## src/verilog/mmdec_pkg.sv

```systemverilog
/*
 * Constants for the memory map address decoder: region bounds, the
 * high system-register addresses and the region enumeration.
 * Assumes a 16-bit processor address bus.
 */
package mmdec_pkg;

    localparam int ADDR_W = 16;

    // ------------------------------------------------------------
    // Region bounds
    // ------------------------------------------------------------
    localparam logic [15:0] IO_LO = 16'h0000;
    localparam logic [15:0] IO_HI = 16'h003f;
    localparam logic [15:0] RSV_LO = 16'h0040;
    localparam logic [15:0] RSV_HI = 16'h007f;
    localparam logic [15:0] RAM_LO = 16'h0080;
    localparam logic [15:0] RAM_HI = 16'h00ff;
    localparam logic [15:0] AUX_LO = 16'h2800;
    localparam logic [15:0] AUX_HI = 16'h2dff;
    localparam logic [15:0] FLASH_LG_LO = 16'hee00;
    localparam logic [15:0] FLASH_SM_LO = 16'hf800;
    localparam logic [15:0] FLASH_HI = 16'hfdff;
    localparam logic [15:0] MON_LO = 16'hfe10;
    localparam logic [15:0] MON_HI = 16'hffaf;
    localparam logic [15:0] HIFL_LO = 16'hffb0;
    localparam logic [15:0] TRIM_ADDR = 16'hffc0;
    localparam logic [15:0] TRIM_RSV_ADDR = 16'hffc1;
    localparam logic [15:0] VEC_LO = 16'hffd0;
    localparam logic [15:0] VEC_HI = 16'hffff;

    // ------------------------------------------------------------
    // High system-register block
    // ------------------------------------------------------------
    localparam logic [15:0] SYS_BASE = 16'hfe00;
    localparam logic [15:0] BREAK_STATUS_REG = 16'hfe00;
    localparam logic [15:0] RESET_CAUSE_REG = 16'hfe01;
    localparam logic [15:0] BREAK_AUXILIARY_REG = 16'hfe02;
    localparam logic [15:0] BREAK_FLAG_CONTROL_REG = 16'hfe03;
    localparam logic [15:0] INTERRUPT_STATUS_ONE = 16'hfe04;
    localparam logic [15:0] INTERRUPT_STATUS_TWO = 16'hfe05;
    localparam logic [15:0] INTERRUPT_STATUS_THREE = 16'hfe06;
    localparam logic [15:0] FLASH_TEST_CONTROL_REG = 16'hfe07;
    localparam logic [15:0] FLASH_CONTROL_REG = 16'hfe08;
    localparam logic [15:0] BREAK_ADDRESS_HIGH = 16'hfe09;
    localparam logic [15:0] BREAK_ADDRESS_LOW = 16'hfe0a;
    localparam logic [15:0] BREAK_STATUS_CONTROL_REG = 16'hfe0b;
    localparam logic [15:0] LOW_VOLTAGE_STATUS_REG = 16'hfe0c;
    localparam logic [15:0] FLASH_TEST_LO = 16'hfe0d;
    localparam logic [15:0] FLASH_TEST_HI = 16'hfe0f;
    localparam int SYS_SEL_W = 16;

    // ------------------------------------------------------------
    // Regions, one-hot select bit positions
    // ------------------------------------------------------------
    typedef enum logic [3:0] {
        MMDEC_NONE,
        MMDEC_IO,
        MMDEC_RSV,
        MMDEC_RAM,
        MMDEC_AUX,
        MMDEC_FLASH,
        MMDEC_SYS,
        MMDEC_MON,
        MMDEC_TRIM,
        MMDEC_VEC
    } mmdec_region_e;

    localparam int SEL_W = 9;
    localparam int SEL_IO = 0;
    localparam int SEL_RAM = 1;
    localparam int SEL_AUX = 2;
    localparam int SEL_FLASH = 3;
    localparam int SEL_SYS = 4;
    localparam int SEL_MON = 5;
    localparam int SEL_TRIM = 6;
    localparam int SEL_VEC = 7;
    localparam int SEL_RSV = 8;

endpackage : mmdec_pkg

```

## src/verilog/mmdec_decoder.sv

```systemverilog
/*
 * Memory map address decoder: registers a one-hot region select, a
 * per-register select for the high system block, the I/O page offset
 * and an illegal-address reset request for each bus cycle.
 * Assumes the core presents addr_i with valid_i and fetch_i in the
 * same cycle; all outputs appear one clock later.
 */
`timescale 1ns/1ps
// Function
// Decode the whole 64-Kbyte space from a 16-bit core address.
// Select RAM for 0080 to 00FF.
// Raise an illegal-address reset request on a fetch from 0040-007F.
// Software must stay off unimplemented addresses.
// Software must stay off reserved addresses.
// Select the auxiliary ROM for 2800 to 2DFF.
// Select user flash from EE00 (large) or a smaller base, to FDFF.
// Place the break and reset status registers at FE00 to FE03.
// Place the three interrupt status registers at FE04 to FE06.
// Reserve FE07 for flash test control; FE08 selects flash control.
// Select break address high, low, status/control at FE09 to FE0B.
// Select low-voltage status at FE0C; FE0D to FE0F are flash test.
// Select the monitor ROM for FE10 to FFAF.
// FFC0 is the oscillator trim byte; FFC1 is reserved flash.
// Select the user vectors for FFD0 to FFFF.
// Select the I/O page for 0000 to 003F, passing the low six bits.
// Unmapped addresses assert no select and never stall the bus.
module mmdec_decoder #(
    parameter bit LARGE_FLASH = 1'b1
) (
    // Clock and reset
    input wire logic ref_clk_i,
    input wire logic rst_n_i,
    // Core bus
    input wire logic [mmdec_pkg::ADDR_W-1:0] addr_i,
    input wire logic valid_i,
    input wire logic fetch_i,
    // Region selects
    output logic [mmdec_pkg::SEL_W-1:0] region_sel_o,
    output logic [mmdec_pkg::SYS_SEL_W-1:0] sys_reg_sel_o,
    output logic [5:0] io_reg_idx_o,
    output logic [mmdec_pkg::ADDR_W-1:0] region_offset_o,
    output logic unmapped_o,
    // Reset request
    output logic illegal_addr_rst_o
);
    import mmdec_pkg::*;

    // ------------------------------------------------------------
    // Combinational decode
    // ------------------------------------------------------------
    mmdec_region_e region;
    logic [15:0] flash_lo;
    logic [15:0] base;

    assign flash_lo = LARGE_FLASH ? FLASH_LG_LO : FLASH_SM_LO;

    always_comb
    begin
        region = MMDEC_NONE;
        base = 16'h0000;
        // full 16-bit compare, no aliasing
        if (addr_i <= IO_HI)
        begin
            region = MMDEC_IO;
            base = IO_LO;
        end
        else if (addr_i >= RSV_LO && addr_i <= RSV_HI)
        begin
            region = MMDEC_RSV;
            base = RSV_LO;
        end
        else if (addr_i >= RAM_LO && addr_i <= RAM_HI)
        begin
            region = MMDEC_RAM;
            base = RAM_LO;
        end
        else if (addr_i >= AUX_LO && addr_i <= AUX_HI)
        begin
            region = MMDEC_AUX;
            base = AUX_LO;
        end
        else if (addr_i >= flash_lo && addr_i <= FLASH_HI)
        begin
            region = MMDEC_FLASH;
            base = flash_lo;
        end
        else if (addr_i >= SYS_BASE && addr_i <= FLASH_TEST_HI)
        begin
            region = MMDEC_SYS;
            base = SYS_BASE;
        end
        else if (addr_i >= MON_LO && addr_i <= MON_HI)
        begin
            region = MMDEC_MON;
            base = MON_LO;
        end
        else if (addr_i >= HIFL_LO && addr_i < VEC_LO)
        begin
            // Trim byte and spare flash bytes share one flash select
            region = MMDEC_TRIM;
            base = HIFL_LO;
        end
        else if (addr_i >= VEC_LO)
        begin
            region = MMDEC_VEC;
            base = VEC_LO;
        end
    end

    // ------------------------------------------------------------
    // Next-state and registers
    // ------------------------------------------------------------
    logic [SEL_W-1:0] region_sel_d, region_sel_q;
    logic [SYS_SEL_W-1:0] sys_reg_sel_d, sys_reg_sel_q;
    logic [5:0] io_reg_idx_d, io_reg_idx_q;
    logic [15:0] region_offset_d, region_offset_q;
    logic unmapped_d, unmapped_q;
    logic illegal_d, illegal_q;

    always_comb
    begin
        region_sel_d = '0;
        sys_reg_sel_d = '0;
        io_reg_idx_d = 6'h00;
        region_offset_d = 16'h0000;
        unmapped_d = 1'b0;
        illegal_d = 1'b0;
        if (valid_i)
        begin
            region_offset_d = addr_i - base;
            case (region)
                MMDEC_IO:
                begin
                    region_sel_d[SEL_IO] = 1'b1;
                    io_reg_idx_d = addr_i[5:0];
                end
                MMDEC_RSV:
                begin
                    region_sel_d[SEL_RSV] = 1'b1;
                    illegal_d = fetch_i;
                end
                MMDEC_RAM: region_sel_d[SEL_RAM] = 1'b1;
                MMDEC_AUX: region_sel_d[SEL_AUX] = 1'b1;
                MMDEC_FLASH: region_sel_d[SEL_FLASH] = 1'b1;
                MMDEC_SYS:
                begin
                    region_sel_d[SEL_SYS] = 1'b1;
                    // One-hot per register, FE00 at bit 0 up to FE0F
                    sys_reg_sel_d[addr_i[3:0]] = 1'b1;
                end
                MMDEC_MON: region_sel_d[SEL_MON] = 1'b1;
                MMDEC_TRIM: region_sel_d[SEL_TRIM] = 1'b1;
                MMDEC_VEC: region_sel_d[SEL_VEC] = 1'b1;
                MMDEC_NONE:
                begin
                    // No select; read data undefined, no wait states
                    unmapped_d = 1'b1;
                    region_offset_d = 16'h0000;
                end
                default: unmapped_d = 1'b1;
            endcase
        end
    end

    always_ff @(posedge ref_clk_i)
    begin
        if (!rst_n_i)
        begin
            region_sel_q <= '0;
            sys_reg_sel_q <= '0;
            io_reg_idx_q <= 6'h00;
            region_offset_q <= 16'h0000;
            unmapped_q <= 1'b0;
            illegal_q <= 1'b0;
        end
        else
        begin
            region_sel_q <= region_sel_d;
            sys_reg_sel_q <= sys_reg_sel_d;
            io_reg_idx_q <= io_reg_idx_d;
            region_offset_q <= region_offset_d;
            unmapped_q <= unmapped_d;
            illegal_q <= illegal_d;
        end
    end

    assign region_sel_o = region_sel_q;
    assign sys_reg_sel_o = sys_reg_sel_q;
    assign io_reg_idx_o = io_reg_idx_q;
    assign region_offset_o = region_offset_q;
    assign unmapped_o = unmapped_q;
    assign illegal_addr_rst_o = illegal_q;

endmodule : mmdec_decoder

```

## config.mk

```make
export PLATFORM = sky130hd
export DESIGN_NAME = mmdec_decoder
export DESIGN_NICKNAME = d
export VERILOG_FILES = /design/src/verilog/mmdec_pkg.sv /design/src/verilog/mmdec_decoder.sv
export SDC_FILE = /design/constraint.sdc
export NUM_CORES = 1
export LEC_CHECK = 0
export BUFFER_PORTS_ARGS = -buffer_cell sky130_fd_sc_hd__buf_2
export CAP_MARGIN = 20
export CORE_AREA = 4 4 103 56
export DETAILED_ROUTE_END_ITERATION = 16
export DIE_AREA = 0 0 107 60
export PLACE_DENSITY = 0.8
export SLEW_MARGIN = 20
export SYNTH_ARGS = -nofsm -noshare
export SYNTH_HDL_FRONTEND = slang
export SYNTH_SLANG_ARGS = --single-unit
```

## constraint.sdc

```tcl
create_clock -name ref_clk_i -period 2.3 [get_ports ref_clk_i]
set_input_delay 0 -clock ref_clk_i [delete_from_list [all_inputs] [get_ports ref_clk_i]]
set_output_delay 0 -clock ref_clk_i [all_outputs]
set_load 0.005 [all_outputs]
```

==> impl_metrics.sql <==
INSERT INTO impl_metrics (metric_group, metric, value, unit) VALUES
('critical_path', 'worstPathArrival', '2.40', 'ns'),
('sta', 'fmax', '463', 'MHz'),
('power_and_ir_drop', 'int_pwr', '1.30', 'mW'),
('finish', 'final_net_count', '371', ''),
('power_and_ir_drop', 'fin_total_pwr', '1.73', 'mW'),
('finish', 'final_layout_size_suffix_gt1_frac', '0.397', ''),
('finish', 'post-route-cell-area', '3030', 'um^2'),
('power_and_ir_drop', 'switching_fraction_of_total_power', '0.245', ''),
('logic_synthesis', 'ys_types', '44', ''),
('die', 'core-area', '4820', 'um^2'),
('sta', 'slew-limit-headroom', '0.618', ''),
('logic_synthesis', 'ys.warnings.count', '0', ''),
('sta', 'timing.final.setup_violations', '0', ''),
('logic_synthesis', 'netlist_area', '2150', 'um^2'),
('logic_synthesis', 'netlist_top_cells_area', 'sky130_fd_sc_hd__dfxtp_1 (46%), sky130_fd_sc_hd__ha_1 (6.4%), sky130_fd_sc_hd__nor2_1 (4.7%)', ''),
('logic_synthesis', 'synthesis.nets', '257', ''),
('power_and_ir_drop', 'power.static_leakage', '1.42', 'nW'),
('power_and_ir_drop', 'comb_power_share', '0.148', ''),
('drt', 'first_pass_iters', '5', ''),
('die', 'initial_core_util', '0.446', ''),
('sta', 'min_period_over_period', '0.939', ''),
('clocking', 'clkSlewWorstSetupHoldPaths', '0.09', 'ns'),
('critical_path', 'path_max_fanout', '2', ''),
('finish', 'final.fill_count', '416', ''),
('die', 'die_h', '60', 'um'),
('drt', 'wl', '5340', 'um'),
('drt', 'route.antenna.remaining_nets', '0', ''),
('sta', 'fin_worst_hold_slack', '0.0966', 'ns'),
('drt', 'drt_iter0_markers', '114', ''),
('critical_path', 'timing.critical_path.from_type', 'primary input', ''),
('sta', 'drv_slew', '0', ''),
('sta', 'hold_vio_cnt_final', '0', ''),
('sta', 'worst_setup_slack_after_layout', '0.140', 'ns'),
('job', 'max_cap_violations', '0', ''),
('place', 'io_buffer_count', '68', ''),
('hold_path', 'hold_path_end', 'region_offset_o[4]', ''),
('global_routing', 'grt.overflow.total', '0', ''),
('sta', 'grt_setup_unrepaired', 'no', ''),
('logic_synthesis', 'synth-edff-count', '0', ''),
('global_routing', 'track_usage', '0.173', ''),
('status', 'outcome', 'complete, no violations', ''),
('critical_path', 'critPathRequiredTime', '2.54', 'ns'),
('drt', 'route.detailed.wl_per_inst', '13.0', 'um'),
('power_and_ir_drop', 'vdd_drop_max', '0.251', 'mV'),
('critical_path', 'endpoint_kind', 'flip-flop', ''),
('drt', 'route.vias.total', '2017', ''),
('global_routing', 'grt_pass1_vias', '1898', ''),
('drt', 'detail_route.drc_violations', '0', ''),
('clocking', 'clock_path_buffers', '2', ''),
('logic_synthesis', 'synth-async-reset-ratio', '0', ''),
('logic_synthesis', 'synth_top_area_frac', '0.456', ''),
('place', 'routabilityCongestion', '0.825', ''),
('logic_synthesis', 'sequential_to_total_area_share_from_yosys_stat', '0.456', ''),
('hold_path', 'min-delay-start', 'addr_i[4]', ''),
('global_routing', 'grt_max_degree', '17', ''),
('power_and_ir_drop', 'power-per-cell-area', '570', 'nW/um^2'),
('sta', 'worst_pin_slew', '0.570', 'ns'),
('finish', 'antenna_cells', '0', ''),
('place', 'detailed_place.area', '2840', 'um^2'),
('critical_path', 'crit_slowest_cell', 'sky130_fd_sc_hd__or4_4', ''),
('logic_synthesis', 'ys_seq_elements', '49', ''),
('logic_synthesis', 'most_used_dff_post_synth', 'sky130_fd_sc_hd__dfxtp_1', ''),
('clocking', 'cts_htree_levels', '2', ''),
('place', 'setup_ws_pre_cts', '-0.180', 'ns'),
('place', 'hpwlAfterDp', '4070', 'um'),
('logic_synthesis', 'syn_avg_cell_area', '9.56', 'um^2'),
('logic_synthesis', 'synth_commonest_cells', 'sky130_fd_sc_hd__dfxtp_1 (49), sky130_fd_sc_hd__nor2_1 (27), sky130_fd_sc_hd__nor3_1 (13)', ''),
('hold_path', 'hold-path-cell-count', '4', ''),
('clocking', 'tritoncts_num_sinks', '49', ''),
('power_and_ir_drop', 'p_switching', '423', 'uW'),
('die', 'placementRows', '18', '');
-- worst max path at each step --
stage | start | endpoint | cells after the start
2_1_floorplan | addr_i[9] | region_offset_o[14] | 9
3_3_place_gp | addr_i[9] | region_offset_o[14] | 10
3_5_place_dp | addr_i[9] | region_offset_o[14] | 10
4_1_cts | addr_i[9] | region_offset_o[14] | 10
5_1_grt | addr_i[9] | region_offset_o[14] | 10
6_report | addr_i[9] | region_offset_o[14] | 10
-- power by group through the flow --
| stage | Clock, mW | Combinational [mW] | Sequential, mW |
|---|---|---|---|
| 2_1_floorplan | 0 | 0.138 | 0.879 |
| 3_3_place_gp | 0 | 0.236 | 0.877 |
| 3_5_place_dp | 0 | 0.243 | 0.877 |
| 4_1_cts | 0.626 | 0.254 | 0.857 |
| 5_1_grt | 0.683 | 0.281 | 0.859 |
| 6_report | 0.614 | 0.255 | 0.857 |
-- kinds of logic after synthesis --
group,synth area share
simple gates,0.267
buf+inv,0.0337
flops,0.456
compound gates,0.150
xor+xnor,0.0204
fa+ha+maj,0.0733
-- sequential cells by signal, indices dropped and copies added, names as in the netlist --
signal,flops
illegal_addr_rst_o,1
unmapped_o,1
sys_reg_sel_o,16
region_sel_o,9
region_offset_o,16
io_reg_idx_o,6
-- layout by cell type (no fill, tap or decap), types with 4 or more instances in the layout --
| cell type | netlist | routed |
|---|---|---|
| sky130_fd_sc_hd__nor2_4 | 4 | 4 |
| sky130_fd_sc_hd__dlygate4sd3_1 | 0 | 8 |
| sky130_fd_sc_hd__nor3_1 | 13 | 12 |
| sky130_fd_sc_hd__buf_4 | 0 | 34 |
| sky130_fd_sc_hd__nand2_1 | 10 | 10 |
| sky130_fd_sc_hd__clkbuf_8 | 0 | 5 |
| sky130_fd_sc_hd__a21oi_1 | 9 | 9 |
| sky130_fd_sc_hd__nor2_1 | 27 | 27 |
| sky130_fd_sc_hd__nor2b_1 | 6 | 5 |
| sky130_fd_sc_hd__buf_2 | 0 | 68 |
| sky130_fd_sc_hd__dfxtp_1 | 49 | 49 |
| sky130_fd_sc_hd__o21ai_0 | 6 | 6 |
| sky130_fd_sc_hd__ha_1 | 11 | 11 |
| sky130_fd_sc_hd__nor2_2 | 6 | 6 |
| sky130_fd_sc_hd__nand3_1 | 9 | 9 |
| sky130_fd_sc_hd__and2_1 | 8 | 8 |
| sky130_fd_sc_hd__inv_1 | 12 | 12 |
| sky130_fd_sc_hd__a211oi_1 | 4 | 4 |
| sky130_fd_sc_hd__o21a_1 | 4 | 4 |
-- worst max-delay path: cells and delay by family --
family | cells | cell delay, ns
fa+ha+maj | 1 | 0.31
simple gates | 4 | 1.38
buf+inv | 1 | 0.11
compound gates | 4 | 0.59
-- through the flow --
stage / util / cells
4_1_cts: 0.628 / 410
6_report: 0.628 / 410
2_1_floorplan: - / 225
3_5_place_dp: 0.588 / 394
3_3_place_gp: 0.588 / 394
5_1_grt: 0.628 / 410
-- layer usage --
metal | wire (um) | track usage | share of wire | vias to the layer above
met5 | 0 | 0 | 0 | -
met3 | 341 | 0.0410 | 0.064 | 5
met1 | 2330 | 0.207 | 0.44 | 927
li1 | - | - | - | 1017
met4 | 49 | 0.0546 | 0.0092 | 0
met2 | 2620 | 0.313 | 0.49 | 68
-- what timing repair did --
action,CTS,global route
endpoints found under the hold margin,10,0
hold buffers,8,0
setup buffers,0,0
-- layout make-up --
cell class	count	area [um^2]	share of cell area
clock buffers	6	72.6	0.0240
clock inverters	2	38.8	0.0128
inverters	12	45.0	0.0149
multi-input cells	161	1130	0.372
flip-flops and latches	49	981	0.324
well taps	70	87.6	0.0289
repair buffers	110	676	0.223
No activity file was read; power rests on OpenSTA's default activity.
